===== src/cc_pkg.sv =====
// Constants and types of the capture/compare array.
// Assumes an APB slave with a 12-bit byte address.
package cc_pkg;
  // ----------------------------------------
  // Sizes
  // ----------------------------------------
  localparam int NCH = 16;
  localparam int TW = 16;
  localparam int AW = 12;
  localparam int STAGGER_CYC = 8;
  // ----------------------------------------
  // Register offsets
  // ----------------------------------------
  localparam logic [AW-1:0] TCTL0 = 12'h000;
  localparam logic [AW-1:0] TCNT0 = 12'h004;
  localparam logic [AW-1:0] TREL0 = 12'h008;
  localparam logic [AW-1:0] TCTL1 = 12'h00c;
  localparam logic [AW-1:0] TCNT1 = 12'h010;
  localparam logic [AW-1:0] TREL1 = 12'h014;
  localparam logic [AW-1:0] GCTL = 12'h018;
  localparam logic [AW-1:0] ISTAT = 12'h01c;
  localparam logic [AW-1:0] IMASK = 12'h020;
  localparam logic [AW-1:0] PINST = 12'h024;
  localparam logic [5:0] CFG_PAGE = 6'h01;
  localparam logic [5:0] VAL_PAGE = 6'h02;
  // ----------------------------------------
  // Fields and reset values
  // ----------------------------------------
  localparam int NIRQ = NCH + 2;
  localparam int TOVF_BIT = NCH;
  localparam int GCTL_STAG = 0;
  localparam logic [2:0] CS_NEIGH = 3'h5;
  localparam logic [2:0] CS_EXT = 3'h6;
  localparam logic [2:0] CS_MAXPRE = 3'h4;
  localparam logic [1:0] EDGE_RISE = 2'h1;
  localparam logic [1:0] EDGE_FALL = 2'h2;
  localparam logic [TW-1:0] TMAX = 16'hffff;
  localparam logic [TW-1:0] TRST = 16'h0000;
  // ----------------------------------------
  // Types
  // ----------------------------------------
  typedef enum logic [2:0] {
    CM_OFF, CM_CAPTURE, CM_RSV2, CM_RSV3,
    CM_CMP0, CM_CMP1, CM_CMP2, CM_CMP3
  } cc_mode_e;
  typedef struct packed {
    logic [1:0] edge_sel;
    logic single;
    logic dbl;
    logic tsel;
    cc_mode_e mode;
  } chan_cfg_s;
  typedef struct packed {
    logic run;
    logic [2:0] clk_sel;
  } tmr_ctl_s;
  localparam chan_cfg_s CFG_RST = '{2'h0, 1'b0, 1'b0, 1'b0, CM_OFF};
  localparam tmr_ctl_s TCTL_RST = '{1'b0, 3'h0};
endpackage


===== src/capture_compare_unit.sv =====
// Capture/compare array: two reloadable timers, sixteen channels.
// Assumes an APB master on pclk; pins and external counts are asynchronous.
// Behaviour
// - Sixteen channels; staggered mode resolution eight cycles
// - Two 16-bit timers with reload registers
// - Timer clock: prescaler or neighbour timer overflow
// - External count inputs advance the timers
// - Each channel picks timer and capture/compare
// - One pin per channel: input or output
// - Capture copies assigned timer on pin event
// - Capture raises the channel's interrupt request
// - Capture edge: rising, falling or both
// - Compare channels match against timer after each count
// - Mode 0: interrupt on every match
// - Mode 1: pin toggles on every match
// - Mode 2: interrupt once per period
// - Mode 3: set on match, clear on overflow
// - Double register: two channels toggle one pin
// - Single event: one compare action only
module capture_compare_unit (
  input wire logic pclk,
  input wire logic presetn,
  input wire logic psel,
  input wire logic penable,
  input wire logic pwrite,
  input wire logic [cc_pkg::AW-1:0] paddr,
  input wire logic [31:0] pwdata,
  output logic [31:0] prdata,
  output logic pready,
  output logic pslverr,
  input wire logic neighbour_timer_six_ovf,
  input wire logic [1:0] ext_count,
  input wire logic [cc_pkg::NCH-1:0] cc_pin_in,
  output logic [cc_pkg::NCH-1:0] cc_pin_out,
  output logic [cc_pkg::NCH-1:0] cc_pin_oe_n,
  output logic irq
);
  import cc_pkg::*;

  // ----------------------------------------
  // APB slave
  // ----------------------------------------
  logic setup;
  logic wr;
  logic [31:0] rd_d;
  logic err_d;
  logic err_q;
  tmr_ctl_s tctl_q [2];
  logic [TW-1:0] tcnt_q [2];
  logic [TW-1:0] trel_q [2];
  logic stag_q;
  logic [NIRQ-1:0] stat_q;
  logic [NIRQ-1:0] mask_q;
  chan_cfg_s cfg_q [NCH];
  logic [TW-1:0] val_q [NCH];
  logic [NCH-1:0] pin_q;
  logic [NCH-1:0] pin_s;
  logic [NIRQ-1:0] evt;
  assign setup = psel & ~penable;
  // Zero wait states: read data is latched in the setup cycle
  assign pready = 1'b1;
  assign pslverr = psel & penable & err_q;
  assign wr = psel & penable & pwrite & ~err_q;
  always_comb begin
    rd_d = 32'h0;
    err_d = 1'b0;
    if (paddr[11:6] == CFG_PAGE) begin
      rd_d[7:0] = cfg_q[paddr[5:2]];
    end else if (paddr[11:6] == VAL_PAGE) begin
      rd_d[TW-1:0] = val_q[paddr[5:2]];
    end else begin
      unique case (paddr)
        TCTL0: rd_d[3:0] = tctl_q[0];
        TCNT0: rd_d[TW-1:0] = tcnt_q[0];
        TREL0: rd_d[TW-1:0] = trel_q[0];
        TCTL1: rd_d[3:0] = tctl_q[1];
        TCNT1: rd_d[TW-1:0] = tcnt_q[1];
        TREL1: rd_d[TW-1:0] = trel_q[1];
        GCTL: rd_d[GCTL_STAG] = stag_q;
        ISTAT: rd_d[NIRQ-1:0] = stat_q;
        IMASK: rd_d[NIRQ-1:0] = mask_q;
        PINST: rd_d = {pin_s, pin_q};
        default: err_d = 1'b1;
      endcase
    end
  end
  always_ff @(posedge pclk or negedge presetn) begin
    if (!presetn) begin
      prdata <= 32'h0;
      err_q <= 1'b0;
    end else if (setup) begin
      prdata <= rd_d;
      err_q <= err_d;
    end
  end
  always_ff @(posedge pclk or negedge presetn) begin
    if (!presetn) begin
      stag_q <= 1'b0;
      mask_q <= '0;
    end else if (wr && paddr == GCTL) begin
      stag_q <= pwdata[GCTL_STAG];
    end else if (wr && paddr == IMASK) begin
      mask_q <= pwdata[NIRQ-1:0];
    end
  end
  // ----------------------------------------
  // Interrupt status
  // ----------------------------------------
  // Set wins over a write-one clear in the same cycle
  always_ff @(posedge pclk or negedge presetn) begin
    if (!presetn) begin
      stat_q <= '0;
    end else if (wr && paddr == ISTAT) begin
      stat_q <= (stat_q & ~pwdata[NIRQ-1:0]) | evt;
    end else begin
      stat_q <= stat_q | evt;
    end
  end

  always_ff @(posedge pclk or negedge presetn) begin
    if (!presetn) begin
      irq <= 1'b0;
    end else begin
      irq <= |((stat_q | evt) & mask_q);
    end
  end

  // ----------------------------------------
  // Clock enables
  // ----------------------------------------
  logic [3:0] pre_q;
  logic [2:0] stg_q;
  logic stg_tick;
  logic [1:0] ext_s1;
  logic [1:0] ext_s2;
  logic [1:0] ext_s3;
  logic [1:0] ext_rise;

  always_ff @(posedge pclk or negedge presetn) begin
    if (!presetn) begin
      pre_q <= 4'h0;
      stg_q <= 3'h0;
    end else begin
      pre_q <= pre_q + 4'h1;
      stg_q <= stg_q + 3'h1;
    end
  end
  // Staggered: prescaler-clocked timers advance at most once in eight cycles
  assign stg_tick = ~stag_q | (stg_q == 3'(STAGGER_CYC - 1));

  always_ff @(posedge pclk or negedge presetn) begin
    if (!presetn) begin
      ext_s1 <= 2'h0;
      ext_s2 <= 2'h0;
      ext_s3 <= 2'h0;
    end else begin
      ext_s1 <= ext_count;
      ext_s2 <= ext_s1;
      ext_s3 <= ext_s2;
    end
  end
  assign ext_rise = ext_s2 & ~ext_s3;

  // ----------------------------------------
  // Timers
  // ----------------------------------------
  logic [1:0] tick;
  logic [1:0] tovf;
  logic [1:0] tupd_q;
  logic [1:0] tovf_q;

  for (genvar t = 0; t < 2; t++) begin : g_tmr
    logic [3:0] msk;
    logic [AW-1:0] a_ctl;
    logic [AW-1:0] a_cnt;
    logic [AW-1:0] a_rel;
    assign a_ctl = (t == 0) ? TCTL0 : TCTL1;
    assign a_cnt = (t == 0) ? TCNT0 : TCNT1;
    assign a_rel = (t == 0) ? TREL0 : TREL1;
    assign msk = 4'((5'h1 << tctl_q[t].clk_sel) - 5'h1);
    always_comb begin
      tick[t] = 1'b0;
      if (tctl_q[t].run) begin
        if (tctl_q[t].clk_sel <= CS_MAXPRE) begin
          tick[t] = ((pre_q & msk) == msk) & stg_tick;
        end else if (tctl_q[t].clk_sel == CS_NEIGH) begin
          tick[t] = neighbour_timer_six_ovf;
        end else if (tctl_q[t].clk_sel == CS_EXT) begin
          tick[t] = ext_rise[t];
        end
      end
    end
    assign tovf[t] = tick[t] & (tcnt_q[t] == TMAX);
    always_ff @(posedge pclk or negedge presetn) begin
      if (!presetn) begin
        tctl_q[t] <= TCTL_RST;
        trel_q[t] <= TRST;
      end else if (wr && paddr == a_ctl) begin
        tctl_q[t] <= pwdata[3:0];
      end else if (wr && paddr == a_rel) begin
        trel_q[t] <= pwdata[TW-1:0];
      end
    end
    // Software count write wins over a tick
    always_ff @(posedge pclk or negedge presetn) begin
      if (!presetn) begin
        tcnt_q[t] <= TRST;
      end else if (wr && paddr == a_cnt) begin
        tcnt_q[t] <= pwdata[TW-1:0];
      end else if (tovf[t]) begin
        tcnt_q[t] <= trel_q[t];
      end else if (tick[t]) begin
        tcnt_q[t] <= tcnt_q[t] + 16'h1;
      end
    end
    always_ff @(posedge pclk or negedge presetn) begin
      if (!presetn) begin
        tupd_q[t] <= 1'b0;
        tovf_q[t] <= 1'b0;
      end else begin
        tupd_q[t] <= tick[t];
        tovf_q[t] <= tovf[t];
      end
    end
  end
  assign evt[TOVF_BIT+1:TOVF_BIT] = tovf;

  // ----------------------------------------
  // Channels
  // ----------------------------------------
  logic [NCH-1:0] fire;
  logic [NCH-1:0] cap;
  logic [NCH-1:0] ovf_c;
  logic [NCH-1:0] armed_q;
  logic [NCH-1:0] spent_q;
  logic [TW-1:0] tv [NCH];
  assign cc_pin_out = pin_q;

  for (genvar i = 0; i < NCH; i++) begin : g_ch
    logic s1;
    logic s2;
    logic s3;
    logic upd;
    logic is_cmp;
    logic once;
    logic dtog;
    logic cwr;
    assign cwr = wr && paddr[11:6] == CFG_PAGE && paddr[5:2] == 4'(i);
    assign tv[i] = tcnt_q[cfg_q[i].tsel];
    assign upd = tupd_q[cfg_q[i].tsel];
    assign ovf_c[i] = tovf_q[cfg_q[i].tsel];
    assign is_cmp = cfg_q[i].mode[2];
    assign once = cfg_q[i].mode == CM_CMP2 || cfg_q[i].mode == CM_CMP3;
    // Compare against the freshly counted value
    assign fire[i] = is_cmp & upd & (tv[i] == val_q[i]) & ~spent_q[i]
                     & (~once | armed_q[i] | ovf_c[i]);
    assign evt[i] = fire[i] | cap[i];
    // Pin sync feeds the readback only after stage two
    always_ff @(posedge pclk or negedge presetn) begin
      if (!presetn) begin
        s1 <= 1'b0;
        s2 <= 1'b0;
        s3 <= 1'b0;
      end else begin
        s1 <= cc_pin_in[i];
        s2 <= s1;
        s3 <= s2;
      end
    end
    assign pin_s[i] = s2;
    assign cap[i] = cfg_q[i].mode == CM_CAPTURE
                    & ((cfg_q[i].edge_sel[0] & s2 & ~s3)
                    | (cfg_q[i].edge_sel[1] & ~s2 & s3));
    always_ff @(posedge pclk or negedge presetn) begin
      if (!presetn) begin
        cfg_q[i] <= CFG_RST;
      end else if (cwr) begin
        cfg_q[i] <= pwdata[7:0];
      end
    end
    // Hardware capture wins over a software write
    always_ff @(posedge pclk or negedge presetn) begin
      if (!presetn) begin
        val_q[i] <= TRST;
      end else if (cap[i]) begin
        val_q[i] <= tv[i];
      end else if (wr && paddr[11:6] == VAL_PAGE && paddr[5:2] == 4'(i)) begin
        val_q[i] <= pwdata[TW-1:0];
      end
    end
    always_ff @(posedge pclk or negedge presetn) begin
      if (!presetn) begin
        armed_q[i] <= 1'b1;
      end else if (fire[i] && once) begin
        armed_q[i] <= 1'b0;
      end else if (ovf_c[i]) begin
        armed_q[i] <= 1'b1;
      end
    end
    // Rewriting the configuration re-arms a single event
    always_ff @(posedge pclk or negedge presetn) begin
      if (!presetn) begin
        spent_q[i] <= 1'b0;
      end else if (fire[i] && cfg_q[i].single) begin
        spent_q[i] <= 1'b1;
      end else if (cwr) begin
        spent_q[i] <= 1'b0;
      end
    end
    if (i < NCH / 2) begin : g_dbl
      assign dtog = cfg_q[i].dbl & fire[i+NCH/2];
    end else begin : g_nodbl
      assign dtog = 1'b0;
    end
    always_ff @(posedge pclk or negedge presetn) begin
      if (!presetn) begin
        pin_q[i] <= 1'b0;
      end else if (fire[i] && cfg_q[i].mode == CM_CMP3 && !cfg_q[i].dbl) begin
        pin_q[i] <= 1'b1;
      end else if (fire[i] && (cfg_q[i].mode == CM_CMP1 || cfg_q[i].dbl)) begin
        pin_q[i] <= ~pin_q[i] ^ dtog;
      end else if (dtog) begin
        pin_q[i] <= ~pin_q[i];
      end else if (ovf_c[i] && cfg_q[i].mode == CM_CMP3 && !cfg_q[i].dbl) begin
        pin_q[i] <= 1'b0;
      end
    end
    always_ff @(posedge pclk or negedge presetn) begin
      if (!presetn) begin
        cc_pin_oe_n[i] <= 1'b1;
      end else begin
        cc_pin_oe_n[i] <= !(cfg_q[i].mode == CM_CMP1
                          || cfg_q[i].mode == CM_CMP3 || cfg_q[i].dbl);
      end
    end
  end

  // ----------------------------------------
  // Assertions
  // ----------------------------------------
  property p_capture_value;
    @(posedge pclk) disable iff (!presetn)
    cap[0] |=> val_q[0] == $past(tv[0]);
  endproperty
  a_capture_value: assert property (p_capture_value) else $error("capture value wrong");
  property p_capture_irq;
    @(posedge pclk) disable iff (!presetn)
    cap[0] |=> stat_q[0] && (irq || !$past(mask_q[0]));
  endproperty
  a_capture_irq: assert property (p_capture_irq) else $error("capture irq missing");
  property p_edge_fall_only;
    @(posedge pclk) disable iff (!presetn)
    cfg_q[7].edge_sel == EDGE_FALL && cap[7] |-> !pin_s[7];
  endproperty
  a_edge_fall_only: assert property (p_edge_fall_only) else $error("capture on wrong edge");
  property p_toggle;
    @(posedge pclk) disable iff (!presetn)
    fire[1] && cfg_q[1].mode == CM_CMP1 && !g_ch[1].dtog |=> pin_q[1] != $past(pin_q[1]);
  endproperty
  a_toggle: assert property (p_toggle) else $error("mode 1 pin did not toggle");
  property p_mode0_pin;
    @(posedge pclk) disable iff (!presetn)
    cfg_q[3].mode == CM_CMP0 && !cfg_q[3].dbl && !g_ch[3].dtog |=> $stable(pin_q[3]);
  endproperty
  a_mode0_pin: assert property (p_mode0_pin) else $error("mode 0 moved the pin");
  property p_mode2_once;
    @(posedge pclk) disable iff (!presetn)
    fire[6] && cfg_q[6].mode == CM_CMP2 |=> !fire[6] || ovf_c[6];
  endproperty
  a_mode2_once: assert property (p_mode2_once) else $error("mode 2 fired twice");
  property p_mode3_set;
    @(posedge pclk) disable iff (!presetn)
    fire[2] && cfg_q[2].mode == CM_CMP3 && !cfg_q[2].dbl |=> pin_q[2];
  endproperty
  a_mode3_set: assert property (p_mode3_set) else $error("mode 3 pin not set");
  property p_single;
    @(posedge pclk) disable iff (!presetn)
    fire[4] && cfg_q[4].single && !g_ch[4].cwr |=> spent_q[4] && !fire[4];
  endproperty
  a_single: assert property (p_single) else $error("single event repeated");
  property p_reload;
    @(posedge pclk) disable iff (!presetn)
    tovf[0] && !(wr && paddr == TCNT0) |=> tcnt_q[0] == $past(trel_q[0]) && tovf_q[0];
  endproperty
  a_reload: assert property (p_reload) else $error("timer did not reload");
  property p_stagger;
    @(posedge pclk) disable iff (!presetn)
    stag_q && tick[1] && tctl_q[1].clk_sel <= CS_MAXPRE |-> stg_q == 3'h7;
  endproperty
  a_stagger: assert property (p_stagger) else $error("staggered tick misplaced");
endmodule


===== config.mk =====
export PLATFORM = sky130hd
export DESIGN_NAME = capture_compare_unit
export DESIGN_NICKNAME = d
export VERILOG_FILES = /design/src/cc_pkg.sv /design/src/capture_compare_unit.sv
export SDC_FILE = /design/constraint.sdc
export NUM_CORES = 2
export LEC_CHECK = 0
export BUFFER_PORTS_ARGS = -buffer_cell sky130_fd_sc_hd__clkbuf_2
export CAP_MARGIN = 0
export CORE_UTILIZATION = 36
export DETAILED_ROUTE_END_ITERATION = 7
export GPL_TIMING_DRIVEN = 0
export PLACE_DENSITY = 0.54
export SLEW_MARGIN = 5
export SYNTH_ARGS = -nofsm -noshare
export SYNTH_HDL_FRONTEND = slang
export SYNTH_SLANG_ARGS = --single-unit

===== constraint.sdc =====
create_clock -name pclk -period 5.2 [get_ports pclk]
set_input_delay 1.04 -clock pclk [delete_from_list [all_inputs] [get_ports pclk]]
set_output_delay 1.04 -clock pclk [all_outputs]
set_load 0.005 [all_outputs]

# Word-level counts from Yosys, hierarchy flattened
# Cells that the tools add are included.
[classes]
addsub = 6
n_mul = 0
div_mod_pow = 0
order_cmp = 35
eq_ne = 115
shifts = 2
mux = 297
bitwise_logic = 346
reduce_logical = 324
[op_table]
columns = ["cell", "count"]
rows = [
  ["two-way mux 16 bit", 90],
  ["== test 16 bit", 16],
  ["two-way mux 1 bit", 195],
  ["bitwise AND 1 bit", 161],
  ["== test 3 bit (second input constant)", 53],
  ["logical AND 1 bit", 155],
  ["nonzero test 2 bit", 48],
  ["NOT 1 bit", 86],
  ["case mux 12 bit (7 select lines)", 1],
  ["OR 1 bit", 65],
  ["binary-select mux 16 bit (select 4 bit)", 1],
  ["logical OR 1 bit", 64],
  ["== test 12 x 5 -> 1 bit (second input constant)", 4],
  ["== test 3 x 1 -> 1 bit (second input constant)", 16],
  ["bitwise AND 18 bit", 2],
  ["OR 18 bit", 2],
  ["adder 16 x 1 -> 16 bit (second input constant)", 2],
  ["binary-select mux 8 bit (select 4 bit)", 1],
  ["== test 16 bit (second input constant)", 2],
  ["== test 4 bit (second input constant)", 8],
  [">= comparator 2 bit (second input constant)", 16],
  ["logical NOT 1 bit", 32],
  ["less-than comparator 1 x 2 -> 1 bit (second input constant)", 16],
  ["NOT 1 -> 2 bit", 16],
  ["35 further kinds", 73],
]
[totals]
ff_bits = 656
latch_bits = 0
ramBits = 0
romBits = 0
inputBits = 68
elab_cells = 1356
n_memories = 0

# Longest topological paths before layout
[depth]
ltp_word = 12
ltp_mapped = 13

# Least setup slack after synthesis
# OpenSTA, ideal clock, no wires.
[synth_path]
kind = "in2reg"
from = "in paddr[2] in the netlist's numbering"
to = "reg prdata[6]"
arrival_ps = 2931
t_required_ps = 5064
setup_slack_ps = 2133
stages = 7
path_cell_list = "buf_2 buf_2 buf_2 mux4_2 mux4_2 o21ai_0 o21ai_0"
[synth_between]
elab_chain_len = 6
word_cells_on_any_way = 17
cone_classes = "7 x eq/ne; 9 x mux; 1 x bitwise"
[synth_lines]
columns = ["item", "line_no", "source"]
rows = [
  ["start: declaration", "capture_compare_unit.sv:26", "input wire logic [cc_pkg::AW-1:0] paddr,"],
  ["NOT 4 -> 5 bit (implied by the code)", "capture_compare_unit.sv:68, capture_compare_unit.sv:70", ""],
  ["binary-select mux 16 bit (select 4 bit)", "capture_compare_unit.sv:70", "rd_d[TW-1:0] = val_q[paddr[5:2]];"],
  ["two-way mux 16 bit (implied by the code) (2 in series)", "capture_compare_unit.sv:70", ""],
  ["two-way mux 16 bit", "capture_compare_unit.sv:69", "end else if (paddr[11:6] == VAL_PAGE) begin"],
  ["two-way mux 8 bit *", "capture_compare_unit.sv:67", "if (paddr[11:6] == CFG_PAGE) begin"],
  ["end signal: assignment", "capture_compare_unit.sv:92", "prdata <= rd_d;"],
  ["end: declaration", "capture_compare_unit.sv:28", "output logic [31:0] prdata,"],
]
# Mark *: on every way between the ends. The rest lies on a longest branch, timed or not. The select of a mux whose other input is x is not followed.
# A chain may end at the register's enable or synchronous reset.

# Final worst setup path
[layout_path]
from = "reg tcnt_q[20] in the netlist's numbering"
to = "reg pin_q[1], in the netlist cc_pin_out[1]"
[layout_between]
elab_chain_len = 11
word_cells_on_any_way = 23
cone_classes = "2 x eq/ne; 9 x mux; 8 x bitwise; 4 x reduce/logical"
[layout_lines]
columns = ["item", "line_no", "source"]
rows = [
  ["start: declaration", "capture_compare_unit.sv:49", "logic [TW-1:0] tcnt_q [2];"],
  ["start signal: indexed assignment", "capture_compare_unit.sv:209", "tcnt_q[t] <= pwdata[TW-1:0];"],
  ["start signal: indexed assignment", "capture_compare_unit.sv:211", "tcnt_q[t] <= trel_q[t];"],
  ["start signal: indexed assignment", "capture_compare_unit.sv:213", "tcnt_q[t] <= tcnt_q[t] + 16'h1;"],
  ["two-way mux 16 bit (implied by the code) (3 in series)", "capture_compare_unit.sv:249", "assign tv[i] = tcnt_q[cfg_q[i].tsel];"],
  ["== test 16 bit", "capture_compare_unit.sv:255", "assign fire[i] = is_cmp & upd & (tv[i] == val_q[i]) & ~spent_q[i]"],
  ["bitwise AND 1 bit (2 in series)", "capture_compare_unit.sv:255", ""],
  ["bitwise AND 1 bit", "capture_compare_unit.sv:256", "& (~once | armed_q[i] | ovf_c[i]);"],
  ["bitwise AND 1 bit", "capture_compare_unit.sv:311", "assign dtog = cfg_q[i].dbl & fire[i+NCH/2];"],
  ["two-way mux 1 bit or bitwise XOR 1 bit (tied branches)", "capture_compare_unit.sv:322, capture_compare_unit.sv:321", ""],
  ["two-way mux 1 bit", "capture_compare_unit.sv:320", "end else if (fire[i] && (cfg_q[i].mode == CM_CMP1 || cfg_q[i].dbl)) begin"],
  ["two-way mux 1 bit", "capture_compare_unit.sv:318", "end else if (fire[i] && cfg_q[i].mode == CM_CMP3 && !cfg_q[i].dbl) begin"],
  ["end signal: indexed assignment", "capture_compare_unit.sv:321", "pin_q[i] <= ~pin_q[i] ^ dtog;"],
  ["end signal: indexed assignment", "capture_compare_unit.sv:323", "pin_q[i] <= ~pin_q[i];"],
  ["end: declaration", "capture_compare_unit.sv:56", "logic [NCH-1:0] pin_q;"],
]
# Several ways; a longest one is shown, not always the timed one. The select of a mux whose other input is x is not followed.

==> impl_results.rst <==
.. list-table::
   :header-rows: 1

   * - Metric
     - Value
   * - Status
     - finished with violations
   * - Failing checks
     - capacitance limit, slew limit, setup timing
   * - P_leak
     - 17.89 nW
   * - Yosys warning total
     - 0
   * - Synthesized flop and latch total
     - 656
   * - Maximum resistive drop on vdd
     - 0.2349 mV
   * - Library cell used as clock root buffer
     - sky130_fd_sc_hd__clkbuf_16
   * - Maximum clock insertion buffer count
     - 3
   * - Number of maximum-capacitance violations
     - 8
   * - Pin count of the biggest net entering global routing
     - 101
   * - Largest stage delay, worst path
     - 1.15 ns
   * - Internal power summed over all cells
     - 8.813 mW
   * - Clock Latency Late Sink
     - 0.69 ns
   * - Combinational cell fraction of total power
     - 6.1%
   * - Setup repair after global routing missed its margin
     - false
   * - Type of element capturing the critical path
     - flip-flop
   * - Clock tree from TritonCTS
     - done
   * - Type of element launching the critical path
     - flip-flop
   * - Accumulated negative setup slack
     - -0.4518 ns
   * - Total number of vias
     - 36140
   * - Sequential group share of total power
     - 43.5%
   * - Number of hold violations in the final report
     - 0
   * - Clock transition time at the flip-flop clock pins of the worst setup and hold paths
     - 0.06 ns
   * - Count of nets after finishing
     - 4226
   * - Primary flip-flop cell chosen by synthesis mapping
     - sky130_fd_sc_hd__dfrtp_1
   * - HPWL reported at the end of detailed placement
     - 167400 um
   * - Number of antenna violations at the first check in global routing
     - 38
   * - Wire length per cell after detailed routing
     - 40.02 um
   * - First-pass GRT wire length
     - 300400 um
   * - Hold-fix buffer count after cts
     - 0
   * - Total nets after synthesis
     - 4025
   * - Overall routed net length
     - 224900 um
   * - Max-slew headroom
     - -10.96%
   * - Initial Util
     - 36.44%
   * - Drt via density
     - 6.430
   * - Sequential area share after synthesis
     - 42.00%
   * - Clock buffer count from CTS
     - 79
   * - Initial detailed-routing violation count
     - 5216
   * - Final worst-path cycle share
     - 106.4%
   * - Input/output buffers
     - 112
   * - Fraction of layout cells with a size suffix above 1
     - 20.75%
   * - Worst Slack Setup Final
     - -0.3352 ns
   * - Critical path start-end classification
     - reg -> reg
   * - Worst reg-to-reg path cell count
     - 13
   * - Number of enable flip-flop cells after synthesis
     - 0
   * - Area enclosed by the die boundary
     - 110200 um2
   * - Signed area change from the synthesized netlist to the final layout
     - 13.68%
   * - Class of the tightest hold or removal check
     - reg -> reg
   * - Power after layout
     - 11.91 mW
   * - Post-synth design cell area
     - 39180 um2
   * - Asr flop ratio synth
     - 100.0%
   * - Clock power frac
     - 50.5%
   * - Library cell appearing most often on the critical path
     - sky130_fd_sc_hd__nand2_1
   * - Die boundary width
     - 331.9 um
   * - Post-Syn Instances
     - 3944
   * - Number of iterations in the first detailed-routing pass
     - 7
   * - Fill cell instance count of the final layout
     - 10750
   * - Fmax
     - 180.7 MHz
   * - Total number of H-tree levels
     - 3
   * - Hold Slack
     - 0.3456 ns
   * - Largest driver fanout on the critical path
     - 10
   * - Clock Skews
     - 0.02000 ns
   * - Remaining DRCs
     - 0
   * - All-layer global routing usage
     - 40.19%
   * - I/O pins
     - 135
   * - Max Slew Vio Count
     - 44
   * - Average instance area after synthesis
     - 9.933 um2
   * - Core Footprint
     - 107500 um2
   * - Switching power summed over all nets
     - 3.101 mW
   * - Number of cells traversed by the worst hold path
     - 0
   * - Minimum setup slack after placement
     - 0.1528 ns
   * - Final setup violation count
     - 3
   * - Distinct cells, synth
     - 93
   * - Via count of the first global-routing pass
     - 34000
   * - Switching share of power
     - 26.03%
   * - Power per cell area
     - 267.5 nW/um2
   * - CP max stage cell
     - sky130_fd_sc_hd__clkbuf_1
   * - Worst path arrival time
     - 6.09 ns
   * - Gr ovfl total
     - 0
   * - Final critical delay including setup and external delays
     - 5.535 ns
   * - TritonCTS sink count
     - 656
   * - Die span in y
     - 331.9 um
   * - Final estimated routing congestion in global placement
     - 1.050
   * - Row Count
     - 120
   * - Worst-margin pin slew
     - 1.664 ns
   * - Post-detailed-route count of antenna-violating nets
     - 0
   * - Critical path, cell by cell
     - clkbuf_1 > buf_2 > mux2i_1 > xnor2_1 > nor4_1 > nand2_1 > nor2_2 > and2_1 > ha_1 > nor2_1 > nand2_1 > o31ai_1 > a21oi_1
   * - Data required time of the worst path
     - 5.75 ns
==> cells in the final DEF, fill, tap and decap left out, types with 16 or more instances in the layout <==
master                        n
sky130_fd_sc_hd__clkbuf_16   82
sky130_fd_sc_hd__xor2_1      61
sky130_fd_sc_hd__clkbuf_1   163
sky130_fd_sc_hd__xnor2_1    200
sky130_fd_sc_hd__dfstp_2     32
sky130_fd_sc_hd__mux2_2     202
sky130_fd_sc_hd__dfrtp_1    624
sky130_fd_sc_hd__a31oi_1     32
sky130_fd_sc_hd__nand3_1     45
sky130_fd_sc_hd__buf_2      135
sky130_fd_sc_hd__o21ai_0    353
sky130_fd_sc_hd__nor2_1     134
sky130_fd_sc_hd__inv_1       37
sky130_fd_sc_hd__a21oi_1     77
sky130_fd_sc_hd__nor4_1      46
sky130_fd_sc_hd__a22o_1      30
sky130_fd_sc_hd__a211o_1     16
sky130_fd_sc_hd__and3_1      29
sky130_fd_sc_hd__a22oi_1     33
sky130_fd_sc_hd__nor2b_1     27
sky130_fd_sc_hd__o21ai_1    205
sky130_fd_sc_hd__nor3_1      18
sky130_fd_sc_hd__clkbuf_2   130
sky130_fd_sc_hd__a211oi_1    19
sky130_fd_sc_hd__nor2_2      20
sky130_fd_sc_hd__nand2_1    656
sky130_fd_sc_hd__mux4_2     120
sky130_fd_sc_hd__clkbuf_8    22
sky130_fd_sc_hd__mux2i_1    291
sky130_fd_sc_hd__nand4_1     36
==> final timing paths <==
| check | to | slack, ns | start |
|---|---|---|---|
| worst min register to register | g_ch[6].s2 | 0.35 | g_ch[6].s1 |
| worst max-delay path | cc_pin_out[1] | -0.34 | tcnt_q[20] |
| max in group asynchronous | val_q[155] | 3.33 | presetn |
| worst max register to register | cc_pin_out[1] | -0.34 | tcnt_q[20] |
| min in group asynchronous | stg_q[0] | 0.42 | presetn |
| worst min-delay path | g_ch[6].s2 | 0.35 | g_ch[6].s1 |
==> logic make-up (layout without fill, tap and decap cells) <==
kind of cell / after synthesis / in the layout / synth area share [%]
AO/OA/AOI/OAI: 888 / 888 / 13.31
XOR/XNOR: 261 / 261 / 5.835
adder cells (fa/ha/maj): 13 / 13 / 0.4152
buffers and inverters: 385 / 648 / 4.749
flip-flops: 656 / 656 / 42.00
multiplexers: 614 / 614 / 20.17
other: 1 / 11 / 0.009572
AND/OR/NAND/NOR: 1126 / 1126 / 13.51
==> timing repair <==
action,4_1_cts,5_1_grt
setup endpoints to repair,0,2
resized for setup,0,2
buffers inserted,0,0
==> worst max-delay path: cells and delay by family (launching register included) <==
| kind | cells | cell delay (ns) |
|---|---|---|
| xor gates and xnor gates | 1 | 0.19 |
| muxes | 1 | 0.27 |
| and+or+nand+nor | 6 | 2.34 |
| AOI/OAI and AO/OA | 2 | 0.16 |
| adders and majority gates | 1 | 0.22 |
| buffers and inverters | 2 | 1.78 |
| DFF | 1 | 0.42 |
==> Yosys cell counts (all sizes together) (37+ instances only) <==
library cell,n,area share (%)
clkbuf,170,1.7
mux2,203,5.8
buf,171,2.4
o21ai,567,7.3
xnor2,200,4.5
mux4,120,6.9
nand3,46,0.62
inv,37,0.35
xor2,61,1.4
nor4,53,0.93
nand2,663,6.4
mux2i,291,7.4
nor2,166,2.0
dfrtp,624,40
a21oi,78,1.0
==> stage by stage <==
step           util [%]  cells  instance area (um2)
2_1_floorplan         -   3944                39180
4_1_cts           41.41   5610                44510
3_3_place_gp      38.60   5459                41490
3_5_place_dp      38.84   5467                41760
6_report          41.43   5620                44540
5_1_grt           41.41   5611                44510
==> metal layers <==
metal  track usage [%]  routed length (um)
met3             13.00               27960
met5                 0                 130
met1             53.52               88600
met4             27.31               18370
met2             55.09               89850
==> state kept, by name, summed over array words and instances, names as in the netlist, 18 cells and up <==
name / cells
mask_q: 18
prdata: 32
cfg_q: 128
trel_q: 32
stat_q: 18
val_q: 256
tcnt_q: 32
==> power by group through the flow <==
stage | clock [mW] | combinational, mW | sequential, mW
CTS | 6.04 | 0.690 | 5.18
floorplan | 0 | 0.252 | 5.25
detailed placement | 0 | 0.688 | 5.27
finish | 6.01 | 0.722 | 5.18
global route | 6.22 | 0.730 | 5.18
global placement | 0 | 0.666 | 5.28
==> area by class of cell <==
cell class                      count  area (um2)  share of cell area, %
Clock buffer                      113        2349                  5.273
Inverter                           37       138.9                 0.3118
Buffer                            348        1739                  3.905
Multi-Input combinational cell   2903       20890                  46.91
Sequential cell                   656       16460                  36.95
Timing Repair Buffer              120       773.2                  1.736
Clock inverter                     30       407.9                 0.9159
Tap cell                         1403        1755                  3.942
Antenna cell                       10       25.02                0.05619
Note: power is estimated with default switching activity, not from simulation.
